--- src/rtl/pvs_map.svh ---
/*
  Register offsets, field positions, reset values and counts for the transceiver
  vendor status/control and receive error counter bank.
  Assumes inclusion by bare name from the design files.
*/
`ifndef PVS_MAP_SVH
`define PVS_MAP_SVH

// ----------------------------------------------------------------------------
// Register indices (byte address = index * 4)
// ----------------------------------------------------------------------------
`define PVS_IDX_STATUS_CTRL 6'h10
`define PVS_IDX_SPECIAL_CTRL 6'h11
`define PVS_IDX_STATION_ADDR 6'h12
`define PVS_IDX_FALSE_CARRIER 6'h13
`define PVS_IDX_DISCONNECT 6'h14
`define PVS_IDX_ERROR_FRAME 6'h15
`define PVS_IDX_SYMBOL_ERROR 6'h16
`define PVS_ADDR_LSB 2
`define PVS_ADDR_MSB 7

// ----------------------------------------------------------------------------
// Status and control fields
// ----------------------------------------------------------------------------
`define PVS_SC_CRS_DISC 13
`define PVS_SC_TX_FLOW 12
`define PVS_SC_DESER_SYNC 11
`define PVS_SC_PD_100 10
`define PVS_SC_PD_10 9
`define PVS_SC_POLARITY 8
`define PVS_SC_SPEED 1
`define PVS_SC_DUPLEX 0

// ----------------------------------------------------------------------------
// Reset values and constants
// ----------------------------------------------------------------------------
`define PVS_SPECIAL_RESET 16'h0000
`define PVS_STATION_ADDR 5'h01
`define PVS_SYM_RUN 3'h6
`define PVS_CNT_ONE 16'h0001
`define PVS_CNT_MAX 16'hffff

`endif

--- src/rtl/pvs_pkg.sv ---
/*
  Types shared by the transceiver vendor register bank.
  Assumes pvs_map.svh is on the include path.
*/
`default_nettype none
package pvs_pkg;
  // Special control word; field order is bit 15 down to bit 0
  typedef struct packed {
    logic scram_bypass;
    logic enc_bypass;
    logic force_h_pattern;
    logic force_34_pattern;
    logic force_link_good;
    logic rsvd10;
    logic tx_crs_disable;
    logic dyn_pd_disable;
    logic an_loopback;
    logic tx_tristate;
    logic filter_bypass;
    logic auto_pol_disable;
    logic squelch_disable;
    logic ext_squelch;
    logic link_int_disable;
    logic jabber_disable;
  } pvs_special_s;

  // Live status from the transceiver core
  typedef struct packed {
    logic deser_sync;
    logic pd_100;
    logic pd_10;
    logic pol_reversed;
    logic speed_100;
    logic full_duplex;
  } pvs_status_s;

  // Receive error events, one-cycle pulses
  typedef struct packed {
    logic false_carrier;
    logic disconnect;
    logic frame_error;
    logic frame_end;
    logic symbol_error;
  } pvs_events_s;
endpackage
`default_nettype wire

--- src/rtl/pvs_sat_counter.sv ---
/*
  Saturating 16-bit event counter that clears when read.
  Assumes inc and clr come from logic on the same clock.
*/
`default_nettype none
`include "pvs_map.svh"
module pvs_sat_counter #(
  parameter int WIDTH = 16
) (
  // Clock and reset
  input wire logic pclk,
  input wire logic presetn,
  // Control
  input wire logic inc,
  input wire logic clr,
  // Value
  output logic [WIDTH-1:0] count_q
);
  // The one and full-scale constants are 16 bits wide
  if (WIDTH != 16)
  begin : g_width_check
    $error("pvs_sat_counter supports WIDTH 16 only");
  end

  // An event in the read cycle lands after the clear
  always_ff @(posedge pclk or negedge presetn)
  begin
    if (!presetn)
    begin
      count_q <= '0;
    end
    else if (clr)
    begin
      count_q <= inc ? `PVS_CNT_ONE : '0;
    end
    else if (inc && count_q != `PVS_CNT_MAX)
    begin
      count_q <= count_q + `PVS_CNT_ONE;
    end
  end

  a_count_sat: assert property (@(posedge pclk) disable iff (!presetn)
    (count_q == `PVS_CNT_MAX && !clr) |=> count_q == `PVS_CNT_MAX)
    else $error("counter wrapped");
  a_clear_read: assert property (@(posedge pclk) disable iff (!presetn)
    clr |=> count_q == {15'h0000, $past(inc)})
    else $error("read clear wrong");
endmodule
`default_nettype wire

--- src/rtl/pvs_regs.sv ---
/*
  APB register bank: status/control, special test control, station address
  and four clear-on-read receive error counters.
  Assumes status and event inputs are on pclk except status pins, which are
  synchronised here; the APB master follows the standard protocol.
*/
`default_nettype none
`include "pvs_map.svh"

// Behaviour
// - Status bit 13 enables carrier-sense disconnect
// - Status bit 12 one turns flow control on
// - Bit 11 shows deserializer in sync
// - Bits 10,9 show power-down, reset one
// - Bit 8 shows reversed 10 Mbps polarity
// - Bits 1,0 show speed and duplex
// - Special bit 15 bypasses scrambler, resets zero
// - Special bit 14 bypasses 4B/5B encoding
// - Bits 13,12 force H and 34 patterns
// - Bit 11 forces 100 Mbps link good
// - Bit 9 disables transmit carrier sense
// - Bit 8 disables dynamic power-down
// - Bit 7 selects auto-negotiation loopback
// - Bit 6 tri-states the line driver
// - Bit 5 filter bypass, bit 4 polarity-correction off
// - Bit 3 squelch test off, bit 2 extended
// - Bit 1 link integrity off, bit 0 jabber
// - Address register reads fixed 00001b
// - False-carrier counter clears on read
// - Disconnect counter saturates, clears on read
// - Error frames counted once per frame
// - Six-symbol runs count as one error
module pvs_regs (
  // Clock and reset
  input wire logic pclk,
  input wire logic presetn,
  // APB slave
  input wire logic psel,
  input wire logic penable,
  input wire logic pwrite,
  input wire logic [11:0] paddr,
  input wire logic [31:0] pwdata,
  output logic [31:0] prdata,
  output logic pready,
  output logic pslverr,
  // Transceiver status, asynchronous
  input wire pvs_pkg::pvs_status_s status_async,
  // Receive events, pclk pulses
  input wire pvs_pkg::pvs_events_s events,
  // Controls to the transceiver core
  output logic crs_disconnect_en,
  output logic tx_flow_ctrl_en,
  output pvs_pkg::pvs_special_s special_q
);
  // --------------------------------------------------------------------------
  // Decode
  // --------------------------------------------------------------------------
  logic [5:0] idx;
  logic hit;
  logic setup;
  logic rd_stb;
  logic wr_stb;
  assign idx = paddr[`PVS_ADDR_MSB:`PVS_ADDR_LSB];
  assign hit = (paddr[11:8] == 4'h0) && (paddr[1:0] == 2'b00) &&
               (idx >= `PVS_IDX_STATUS_CTRL) && (idx <= `PVS_IDX_SYMBOL_ERROR);
  assign setup = psel && !penable;
  // Answer comes one cycle after the access phase starts, so the strobes
  // fire on the edge at which the master samples pready high
  assign rd_stb = psel && penable && pready && !pwrite && hit;
  assign wr_stb = psel && penable && pready && pwrite && hit;

  // --------------------------------------------------------------------------
  // Status synchroniser
  // --------------------------------------------------------------------------
  pvs_pkg::pvs_status_s sync1_q;
  pvs_pkg::pvs_status_s stat_q;
  always_ff @(posedge pclk or negedge presetn)
  begin
    if (!presetn)
    begin
      sync1_q <= 6'b011000;
      stat_q <= 6'b011000;
    end
    else
    begin
      sync1_q <= status_async;
      stat_q <= sync1_q;
    end
  end

  // --------------------------------------------------------------------------
  // Writable registers
  // --------------------------------------------------------------------------
  logic [1:0] sc_rsvd_q;
  always_ff @(posedge pclk or negedge presetn)
  begin
    if (!presetn)
    begin
      crs_disconnect_en <= 1'b0;
      tx_flow_ctrl_en <= 1'b0;
      sc_rsvd_q <= 2'b00;
    end
    else if (wr_stb && idx == `PVS_IDX_STATUS_CTRL)
    begin
      crs_disconnect_en <= pwdata[`PVS_SC_CRS_DISC];
      tx_flow_ctrl_en <= pwdata[`PVS_SC_TX_FLOW];
      sc_rsvd_q <= pwdata[15:14];
    end
  end

  // Every bit except reserved bit 10 drives one test switch in the core
  always_ff @(posedge pclk or negedge presetn)
  begin
    if (!presetn)
    begin
      special_q <= `PVS_SPECIAL_RESET;
    end
    else if (wr_stb && idx == `PVS_IDX_SPECIAL_CTRL)
    begin
      special_q <= pwdata[15:0];
    end
  end

  // --------------------------------------------------------------------------
  // Event qualification
  // --------------------------------------------------------------------------
  logic frame_flagged_q;
  logic [2:0] sym_run_q;
  logic frame_inc;
  logic sym_inc;
  // First error of a frame counts; frame_end re-arms
  assign frame_inc = events.frame_error && !frame_flagged_q;
  // Count on the first bad symbol of each run of six
  assign sym_inc = events.symbol_error && sym_run_q == 3'h0;

  always_ff @(posedge pclk or negedge presetn)
  begin
    if (!presetn)
    begin
      frame_flagged_q <= 1'b0;
    end
    else if (events.frame_end)
    begin
      frame_flagged_q <= 1'b0;
    end
    else if (events.frame_error)
    begin
      frame_flagged_q <= 1'b1;
    end
  end

  always_ff @(posedge pclk or negedge presetn)
  begin
    if (!presetn)
    begin
      sym_run_q <= 3'h0;
    end
    else if (events.frame_end)
    begin
      sym_run_q <= 3'h0;
    end
    else if (events.symbol_error)
    begin
      sym_run_q <= (sym_run_q == `PVS_SYM_RUN - 3'h1) ? 3'h0 : sym_run_q + 3'h1;
    end
  end

  // --------------------------------------------------------------------------
  // Counters
  // --------------------------------------------------------------------------
  localparam int NCNT = 4;
  logic [NCNT-1:0] cnt_inc;
  logic [NCNT-1:0] cnt_clr;
  logic [15:0] cnt_val [NCNT];
  assign cnt_inc = {sym_inc, frame_inc, events.disconnect, events.false_carrier};

  genvar g;
  generate
    for (g = 0; g < NCNT; g++)
    begin : g_cnt
      assign cnt_clr[g] = rd_stb && (idx == `PVS_IDX_FALSE_CARRIER + 6'(g));
      pvs_sat_counter #(.WIDTH(16)) u_cnt (
        .pclk(pclk),
        .presetn(presetn),
        .inc(cnt_inc[g]),
        .clr(cnt_clr[g]),
        .count_q(cnt_val[g])
      );
    end
  endgenerate

  // --------------------------------------------------------------------------
  // Read mux and APB answer
  // --------------------------------------------------------------------------
  logic [15:0] rd_word;
  always_comb
  begin
    rd_word = 16'h0000;
    unique case (idx)
      `PVS_IDX_STATUS_CTRL:
      begin
        rd_word[15:14] = sc_rsvd_q;
        rd_word[`PVS_SC_CRS_DISC] = crs_disconnect_en;
        rd_word[`PVS_SC_TX_FLOW] = tx_flow_ctrl_en;
        rd_word[`PVS_SC_DESER_SYNC] = stat_q.deser_sync;
        rd_word[`PVS_SC_PD_100] = stat_q.pd_100;
        rd_word[`PVS_SC_PD_10] = stat_q.pd_10;
        rd_word[`PVS_SC_POLARITY] = stat_q.pol_reversed;
        rd_word[`PVS_SC_SPEED] = stat_q.speed_100;
        rd_word[`PVS_SC_DUPLEX] = stat_q.full_duplex;
      end
      `PVS_IDX_SPECIAL_CTRL: rd_word = special_q;
      `PVS_IDX_STATION_ADDR: rd_word = {11'h000, `PVS_STATION_ADDR};
      `PVS_IDX_FALSE_CARRIER: rd_word = cnt_val[0];
      `PVS_IDX_DISCONNECT: rd_word = cnt_val[1];
      `PVS_IDX_ERROR_FRAME: rd_word = cnt_val[2];
      `PVS_IDX_SYMBOL_ERROR: rd_word = cnt_val[3];
      default: rd_word = 16'h0000;
    endcase
  end

  // One wait state: pready rises in the second access cycle
  always_ff @(posedge pclk or negedge presetn)
  begin
    if (!presetn)
    begin
      pready <= 1'b0;
      prdata <= 32'h0000_0000;
      pslverr <= 1'b0;
    end
    else if (psel && penable && !pready)
    begin
      pready <= 1'b1;
      pslverr <= !hit;
      // Counter value captured before the clear edge
      prdata <= (hit && !pwrite) ? {16'h0000, rd_word} : 32'h0000_0000;
    end
    else
    begin
      pready <= 1'b0;
      pslverr <= 1'b0;
      prdata <= 32'h0000_0000;
    end
  end

  // --------------------------------------------------------------------------
  // Checks
  // --------------------------------------------------------------------------
  a_addr_fixed: assert property (@(posedge pclk) disable iff (!presetn)
    (pready && psel && !pwrite && idx == `PVS_IDX_STATION_ADDR && hit)
      |-> prdata == 32'h0000_0001)
    else $error("station address wrong");
  a_special_write: assert property (@(posedge pclk) disable iff (!presetn)
    (wr_stb && idx == `PVS_IDX_SPECIAL_CTRL) |=> special_q == $past(pwdata[15:0]))
    else $error("special control not written");
  a_flow_write: assert property (@(posedge pclk) disable iff (!presetn)
    (wr_stb && idx == `PVS_IDX_STATUS_CTRL)
      |=> tx_flow_ctrl_en == $past(pwdata[12]) && crs_disconnect_en == $past(pwdata[13]))
    else $error("status control not written");
  a_status_pipe: assert property (@(posedge pclk) disable iff (!presetn)
    ##2 stat_q == $past(status_async, 2))
    else $error("status sync wrong");
  a_frame_once: assert property (@(posedge pclk) disable iff (!presetn)
    (frame_inc && !events.frame_end) |=> !frame_inc)
    else $error("frame counted twice");
  a_sym_run: assert property (@(posedge pclk) disable iff (!presetn)
    (sym_inc && !events.frame_end) ##1 (events.symbol_error && !events.frame_end)[*5]
      |-> !sym_inc)
    else $error("symbol run miscounted");
  a_ready_pulse: assert property (@(posedge pclk) disable iff (!presetn)
    pready |=> !pready)
    else $error("pready held");
  a_unmapped_err: assert property (@(posedge pclk) disable iff (!presetn)
    (setup && !hit) ##1 (psel && penable && !hit) |=> pslverr)
    else $error("unmapped not refused");

  c_counter_read: cover property (@(posedge pclk) disable iff (!presetn) cnt_clr[1]);
  c_read_with_event: cover property (@(posedge pclk) disable iff (!presetn)
    cnt_clr[0] && cnt_inc[0]);
  c_special_write: cover property (@(posedge pclk) disable iff (!presetn)
    wr_stb && idx == `PVS_IDX_SPECIAL_CTRL);
  c_sym_six: cover property (@(posedge pclk) disable iff (!presetn)
    events.symbol_error[*6]);
endmodule
`default_nettype wire

--- config.mk ---
export PLATFORM = sky130hd
export DESIGN_NAME = pvs_regs
export DESIGN_NICKNAME = d
export VERILOG_FILES = /design/src/rtl/pvs_pkg.sv /design/src/rtl/pvs_sat_counter.sv /design/src/rtl/pvs_regs.sv
export VERILOG_INCLUDE_DIRS = /design/src /design/src/rtl
export SDC_FILE = /design/constraint.sdc
export NUM_CORES = 1
export LEC_CHECK = 0
export ABC_CLOCK_PERIOD_IN_PS = 2000
export BUFFER_PORTS_ARGS = -buffer_cell sky130_fd_sc_hd__buf_2
export CAP_MARGIN = 20
export CORE_MARGIN = 5
export CORE_UTILIZATION = 44
export DETAILED_ROUTE_END_ITERATION = 8
export PLACE_DENSITY = 0.78
export SLEW_MARGIN = 20
export SYNTH_ARGS = -nofsm -noshare
export SYNTH_HDL_FRONTEND = slang
export SYNTH_HIERARCHICAL = 1
export SYNTH_SLANG_ARGS = --single-unit
--- constraint.sdc ---
create_clock -name pclk -period 2 [get_ports pclk]
set_input_delay 0.3 -clock pclk [delete_from_list [all_inputs] [get_ports pclk]]
set_output_delay 0.3 -clock pclk [all_outputs]
set_load 0.02 [all_outputs]
== Yosys cells after proc, flatten, opt, wreduce, memory -nomap -nowiden ==
Index checks and enable logic that the tools add are counted.

* Mux-type cells: 24
* $lt $le $gt $ge: 2
* Add/subtract/negate cells: 5
* Reductions and logical operators: 36
* Equal/unequal tests: 12

{| class="wikitable"
|+ Operator list
! kind !! count
|-
| 16-bit two-way mux || 9
|-
| 16-bit by 1-bit adder with 16-bit output, second input constant || 4
|-
| 16-bit != test, second input constant || 4
|-
| 8-bit one-hot mux with 6 select lines || 1
|-
| 6-bit by 5-bit equality test with 1-bit output, second input constant || 7
|-
| 32-bit two-way mux || 1
|-
| 6-bit one-hot mux with 5 select lines || 1
|-
| 1-bit logical AND || 23
|-
| 2-bit one-hot mux with 7 select lines || 1
|-
| 2-bit nonzero test || 6
|-
| 3-bit two-way mux || 3
|-
| 1-bit two-way mux || 8
|-
| 6-bit by 5-bit greater-or-equal comparator with 1-bit output, second input constant || 1
|-
| 6-bit by 5-bit less-or-equal comparator with 1-bit output, second input constant || 1
|-
| 1-bit zero test || 4
|-
| 4-bit zero test || 1
|-
| 3-bit by 1-bit adder with 3-bit output, second input constant || 1
|-
| 3-bit equality test, second input constant || 1
|-
| 3-bit zero test || 1
|-
| 2-bit zero test || 1
|}

* Output and inout port bits: 52
* Logic and storage cells: 119
* Input bits: 60
* Flip-flop bits (word level): 134

== Depth between registers and ports, before layout ==
* Depth after elaboration: 7
* Mapped depth: 10
* Depth with buffers taken out: 7

== By module ==
The synthesis kept the hierarchy.

{| class="wikitable"
|+ Modules (own cells, without submodules)
! module !! area an instance (um^2) !! seq. area each (um^2) !! times used !! cells an instance
|-
| pvs_sat_counter || 959.7 || 400.4 || 4 || 102
|-
| pvs_regs || 2841.5 || 1356.3 || 1 || 259
|}

== Worst setup path before layout ==
No wires, ideal clock.

* Kind: input-to-reg
* Start: in paddr[8]
* End: reg g_cnt[3].u_cnt.count_q[2]
* Arrival time: 2.361 ns
* Buffers on the path: 2
* Required time: 1.864 ns
* Cell stages on the path: 7
* Path slack: -0.497 ns
* Library setup time: 0.136 ns
* Cells stage by stage: or4_1 and4bb_2 nand3_1 nor4_1 clkbuf_1 buf_1 nor3_1

* Word-level cells in the longest chain between the ends: 7
* Elaborated cells on any way between the ends: 8
* Classes of those cells: mux: 1; reduce/logical: 7

{| class="wikitable"
|+ RTL lines
! item !! RTL line !! RTL
|-
| start: declaration || pvs_regs.sv:41 || <nowiki>input wire logic [11:0] paddr,</nowiki>
|-
| 4-bit zero test (*) || pvs_regs.sv:64 || <nowiki>assign hit = (paddr[11:8] == 4'h0) && (paddr[1:0] == 2'b00) &&</nowiki>
|-
| 1-bit logical AND (*) (3 in series) || pvs_regs.sv:64 ||
|-
| 1-bit logical AND (*) || pvs_regs.sv:69 || <nowiki>assign rd_stb = psel && penable && pready && !pwrite && hit;</nowiki>
|-
| 1-bit logical AND (*) || pvs_regs.sv:181 || <nowiki>assign cnt_clr[g] = rd_stb && (idx == `PVS_IDX_FALSE_CARRIER + 6'(g));</nowiki>
|-
| via cnt_clr[3] || pvs_regs.sv:173 || <nowiki>logic [NCNT-1:0] cnt_clr;</nowiki>
|-
| 16-bit two-way mux / 2-bit nonzero test (equally long branches) || n/a ||
|-
| end signal: assignment || pvs_sat_counter.sv:34 || <nowiki>count_q <= inc ? `PVS_CNT_ONE : '0;</nowiki>
|-
| end signal: assignment || pvs_sat_counter.sv:38 || <nowiki>count_q <= count_q + `PVS_CNT_ONE;</nowiki>
|-
| end: declaration || pvs_sat_counter.sv:17 || <nowiki>output logic [WIDTH-1:0] count_q</nowiki>
|}

Mark *: on every way through the listed nets, which the timed path passes. The rest lies on a longest branch.
A chain may end at the register's enable or synchronous reset.

== Worst setup path after layout ==
* Start: reg sym_run_q[0]
* End: reg g_cnt[3].u_cnt.count_q[5]

* Word-level cells in the longest chain between the ends: 4

{| class="wikitable"
|+ RTL lines
! item !! RTL line !! RTL
|-
| start: declaration || pvs_regs.sv:128 || <nowiki>logic [2:0] sym_run_q;</nowiki>
|-
| start signal: assignment || pvs_regs.sv:164 || <nowiki>sym_run_q <= (sym_run_q == `PVS_SYM_RUN - 3'h1) ? 3'h0 : sym_run_q + 3'h1;</nowiki>
|-
| 3-bit zero test || pvs_regs.sv:134 || <nowiki>assign sym_inc = events.symbol_error && sym_run_q == 3'h0;</nowiki>
|-
| 1-bit logical AND || pvs_regs.sv:134 ||
|-
| via sym_inc || pvs_regs.sv:130 || <nowiki>logic sym_inc;</nowiki>
|-
| 1-bit logical AND (no source line) || n/a ||
|-
| 2-bit nonzero test (no source line) || n/a ||
|}

The timed path passes the listed nets, and every way through them passes these cells.

==> run summary <==
The required time of the worst setup path came out at ~2.4 ns. The die width came out at roughly 130 um. After synthesis, the largest family of logic cells by area is simple AND/OR/NAND/NOR gates. The setup TNS after final layout is 0 ns. On the final layout, the worst clock skew is between 0.007 and 0.008 ns.

The net count of the finished layout is between 800 and 900. By startpoint and endpoint, the worst setup path is classified as register to register. The post-synthesis sequential element count is about 120.

The static leakage power is ~3.7 nW. The overall power consumption came out at roughly 7.5 mW. In this run the power density over the cells is 892 nW/um^2. Summed over all nets, the half-perimeter wirelength after detailed placement is between 10000 and 15000 um. In this run the deepest clock path goes through 2 buffers. The total global-route track usage is about 20%. After routing the design area is ~8400 sq um. The portion of the post-synthesis area used by sequential elements came out at 44.3%. In the synthesized netlist the async set-or-reset flop fraction comes to 100%.

STA classifies the critical path startpoint as a register. The share of the synthesized netlist area taken by xor and xnor gates is less than 1%. Of all nets on the critical path, the largest fanout is 4. The synthesized netlist devotes less than 1% of its cell area to adder and majority cells.

The clock network latency to the later pin of the worst-skew pair is roughly 0.42 ns. The setup slack of the worst register-to-register path came out at roughly 0.043 ns. The finished layout holds about 1k standard cells, fillers aside. The final critical-path share of the clock period came out at 97.9%. Before antenna repair, the detailed router went through 5 iterations.

IR analysis of the VDD net gives a maximum drop of about 0.66 mV. The number of cells after detailed placement came out at a little under 1k. The total count of max-transition violations in the final report is 0. The die footprint came out at around 18000 sq um.

The count of antenna-violating nets left after detailed routing came out at 0. The count of clock tree sinks is about 120. The total I/O pin count is 112. After detailed placement, the total cell area comes to 7670 sq um. The post-CTS setup repair buffer count is 0. For this configuration, the core starts out at a cell density of 44.4%. The number of levels in the clock H-tree came out at 4. The worst slew margin relative to its limit came out at 62.7%. Entering global routing, the biggest net connects 37 pins. The fraction of the core area covered by cells at the end of the flow is between 50% and 60%. In this run the clock root is driven by a clkbuf_16. The filler cell count in the final layout is 1242.

The average vias per placed instance came out at between 5 and 6. The initialized floorplan defines 45 standard-cell rows. The worst setup path is captured at a register. The first-iteration detailed-routing DRC count is around 600. The total of buffers placed on input and output ports is 79. The flow ran to the end, and the final reports show no timing, DRC or antenna violations. The cell taking the most area after synthesis is dfrtp_1.

The total standard cell area after synthesis is about 6700 sq um. The placeable core area came out at between 15000 and 20000 sq um. The arrival time at the worst endpoint came out at 2.30 ns.

The average routed wire per standard cell is between 15 and 20 um. Final hold analysis gives a worst-case slack of ~0.078 ns. Subtracting the final worst setup slack from the clock period gives about 2.0 ns. The proportion of synthesized area in mux cells came out at 10.6%. The first global-routing pass estimated roughly 29000 um of wire.

The post-synthesis share of cell area spent on and, or, nand and nor gates is approximately 25%. The worst setup slack after placement is -0.354 ns. The via count of the first global-routing pass came to roughly 5.7k. The via total after detailed routing is just under 6k. In the final layout, the share of cells above drive strength 1 is between 30% and 40%. The top flip-flop cell by instance count after synthesis is dfrtp_1.

The growth of design area from synthesis to finish came out at 26.1%. After clock tree synthesis, the clock-pin slew on the worst setup and hold paths is roughly 0.060 ns. The vertical extent of the die came out at between 100 and 150 um.

The endpoint of the most critical register-to-register path is g_cnt[3].u_cnt/count_q[5]$_DFFE_PN0P_. The post-synthesis cell type count came out at 57. The highest achievable clock rate came out at about 0.51 GHz. The count of mapped cells out of synthesis is approximately 670.

The total wire length came out at ~18000 um. The repair_antennas step left the layout with diodes totalling 0. The fraction of the mapped netlist area in compound gates came out at 13.2%. The initial antenna violation count is 0. The total grt overflow came out at 0. Buffers inserted during clock tree synthesis total 17. Setup repair after global routing could not meet its margin everywhere.

The post-synthesis average cell area came out at between 10 and 15 sq um. Sorting the synthesized cells by area gives the leading types as dfrtp_1 (43%), mux2_2 (6.9%), nor2_1 (3.9%), a21oi_1 (3.2%), mux2i_1 (2.8%). The congestion estimate from routability-driven global placement came to approximately 0.87.

The area fraction of the dominant cell type after synthesis is a little over two fifths. The worst hold path belongs to the class input pin to register. The worst register-to-register path begins at sym_run_q[0]$_DFFE_PN0P_. In this run, synthesis inferred 0 flip-flops with an integrated enable. In this run the worst setup path terminates at g_cnt[3].u_cnt/count_q[5]$_DFFE_PN0P_. The critical path starts at sym_run_q[0]$_DFFE_PN0P_. The count of final setup violators is 0. The total of max-cap violations is 0.

In the routed design, unresolved DRC markers number 0. The number of endpoints with negative hold slack in the final report is 0. The clock tree from TritonCTS is yes.

The pin slew with the least headroom to its limit is between 0.5 and 0.6 ns. Measured in cells, the most critical reg-to-reg path has a length of 7. The smallest setup slack after layout is roughly 0.043 ns. For this run, the number of Yosys warnings is 6.
## cells in the mapped netlist, types with 6 or more instances
| master | instances |
|---|---|
| nand4_1 | 18 |
| buf_2 | 12 |
| a211oi_1 | 8 |
| mux2i_1 | 19 |
| buf_4 | 20 |
| nor3_1 | 24 |
| o41ai_1 | 12 |
| o311ai_0 | 8 |
| and2_1 | 10 |
| nand3_1 | 21 |
| nand2_1 | 29 |
| clkbuf_1 | 7 |
| buf_1 | 6 |
| nor2_1 | 69 |
| nor4_1 | 15 |
| or4_1 | 9 |
| inv_1 | 22 |
| a21oi_1 | 43 |
| mux2_2 | 41 |
| a22oi_1 | 16 |
| nor2b_1 | 15 |
| nand3b_1 | 11 |
| dfrtp_1 | 114 |
| o21ai_0 | 23 |
## worst max-delay path: stages (launching register included)
cell     delay [ns]
dfrtp_1        0.39
nor4b_2        0.31
buf_4          0.19
nand3_2        0.10
or2_4          0.26
buf_4          0.15
or3_4          0.33
a21oi_2        0.14
## where the power goes
| group | internal [mW] | total (mW) | switching [mW] |
|---|---|---|---|
| combinational | 0.487 | 1.11 | 0.626 |
| clock | 2.25 | 3.40 | 1.14 |
| sequential | 2.63 | 3.01 | 0.379 |
## how the worst min path moves through the flow
stage / from / endpoint / slack, ns / depth (start not counted)
6_report: events[1] / sym_run_q[1]$_DFFE_PN0P_ / 0.08 / 2
5_1_grt: events[1] / sym_run_q[0]$_DFFE_PN0P_ / 0.08 / 2
4_1_cts: events[1] / frame_flagged_q$_DFFE_PN0P_ / 0.07 / 2
3_5_place_dp: presetn / sym_run_q[2]$_DFFE_PN0P_ / 0.31 / 1
3_3_place_gp: presetn / g_cnt[1].u_cnt/count_q[10]$_DFFE_PN0P_ / 0.30 / 1
2_1_floorplan: presetn / crs_disconnect_en$_DFFE_PN0P_ / 0.004 / 0
## cell type report
| cell class | instances | area (sq um) | share of cell area, % |
|---|---|---|---|
| multi-input cells | 494 | 3460 | 41.1 |
| flip-flops and latches | 118 | 2960 | 35.1 |
| repair buffers | 153 | 1020 | 12.1 |
| clock buffers | 18 | 439 | 5.21 |
| well taps | 188 | 235 | 2.79 |
| clock inverters | 14 | 221 | 2.63 |
| inverters | 22 | 82.6 | 0.981 |
## cells in the final DEF, fill, tap and decap left out, drive strengths merged, types with 5 or more instances in the layout
master	n
a211oi	12
a21oi	43
a22oi	16
a31oi	5
and2	10
and3	5
and4	9
buf	146
bufinv	5
clkbuf	18
conb	16
dfrtp	114
dlygate4sd3	7
inv	25
mux2	46
mux2i	19
nand2	29
nand3	27
nand3b	11
nand4	22
nor2	70
nor2b	15
nor3	24
nor3b	6
nor4	21
o21ai	23
o311ai	8
o41ai	12
or2	5
or4	9
## layer usage
| layer | share of wire, % | up-vias | global-route usage [%] |
|---|---|---|---|
| li1 | - | 2752 | - |
| met1 | 44 | 2834 | 27.1 |
| met2 | 47 | 203 | 31.6 |
| met3 | 6.8 | 20 | 5.02 |
| met4 | 1.5 | 0 | 6.29 |
| met5 | 0 | - | 0 |
## logic make-up after synthesis
group,count (synthesis)
flops,118
other cells,1
fa+ha+maj,4
simple gates,275
xor+xnor,1
mux,65
compound gates,133
buf+inv,70
## registers in the layout, indices dropped and copies added, names as in the netlist
name and count:
sym_run_q 3, sync1_q 6, crs_disconnect_en 1, sc_rsvd_q 2, prdata 16, tx_flow_ctrl_en 1
pslverr 1, frame_flagged_q 1, stat_q 6, special_q 16, g_cnt.u_cnt/count_q 64, pready 1
## repair_timing
| action | 4_1_cts | 5_1_grt |
|---|---|---|
| gates resized for setup | 4 | 2 |
| hold buffers | 7 | 0 |
| hold endpoints to repair | 35 | 0 |
| setup endpoints to repair | 6 | 5 |
| pin swaps | 1 | 2 |
No activity file was read; power rests on OpenSTA's default activity.
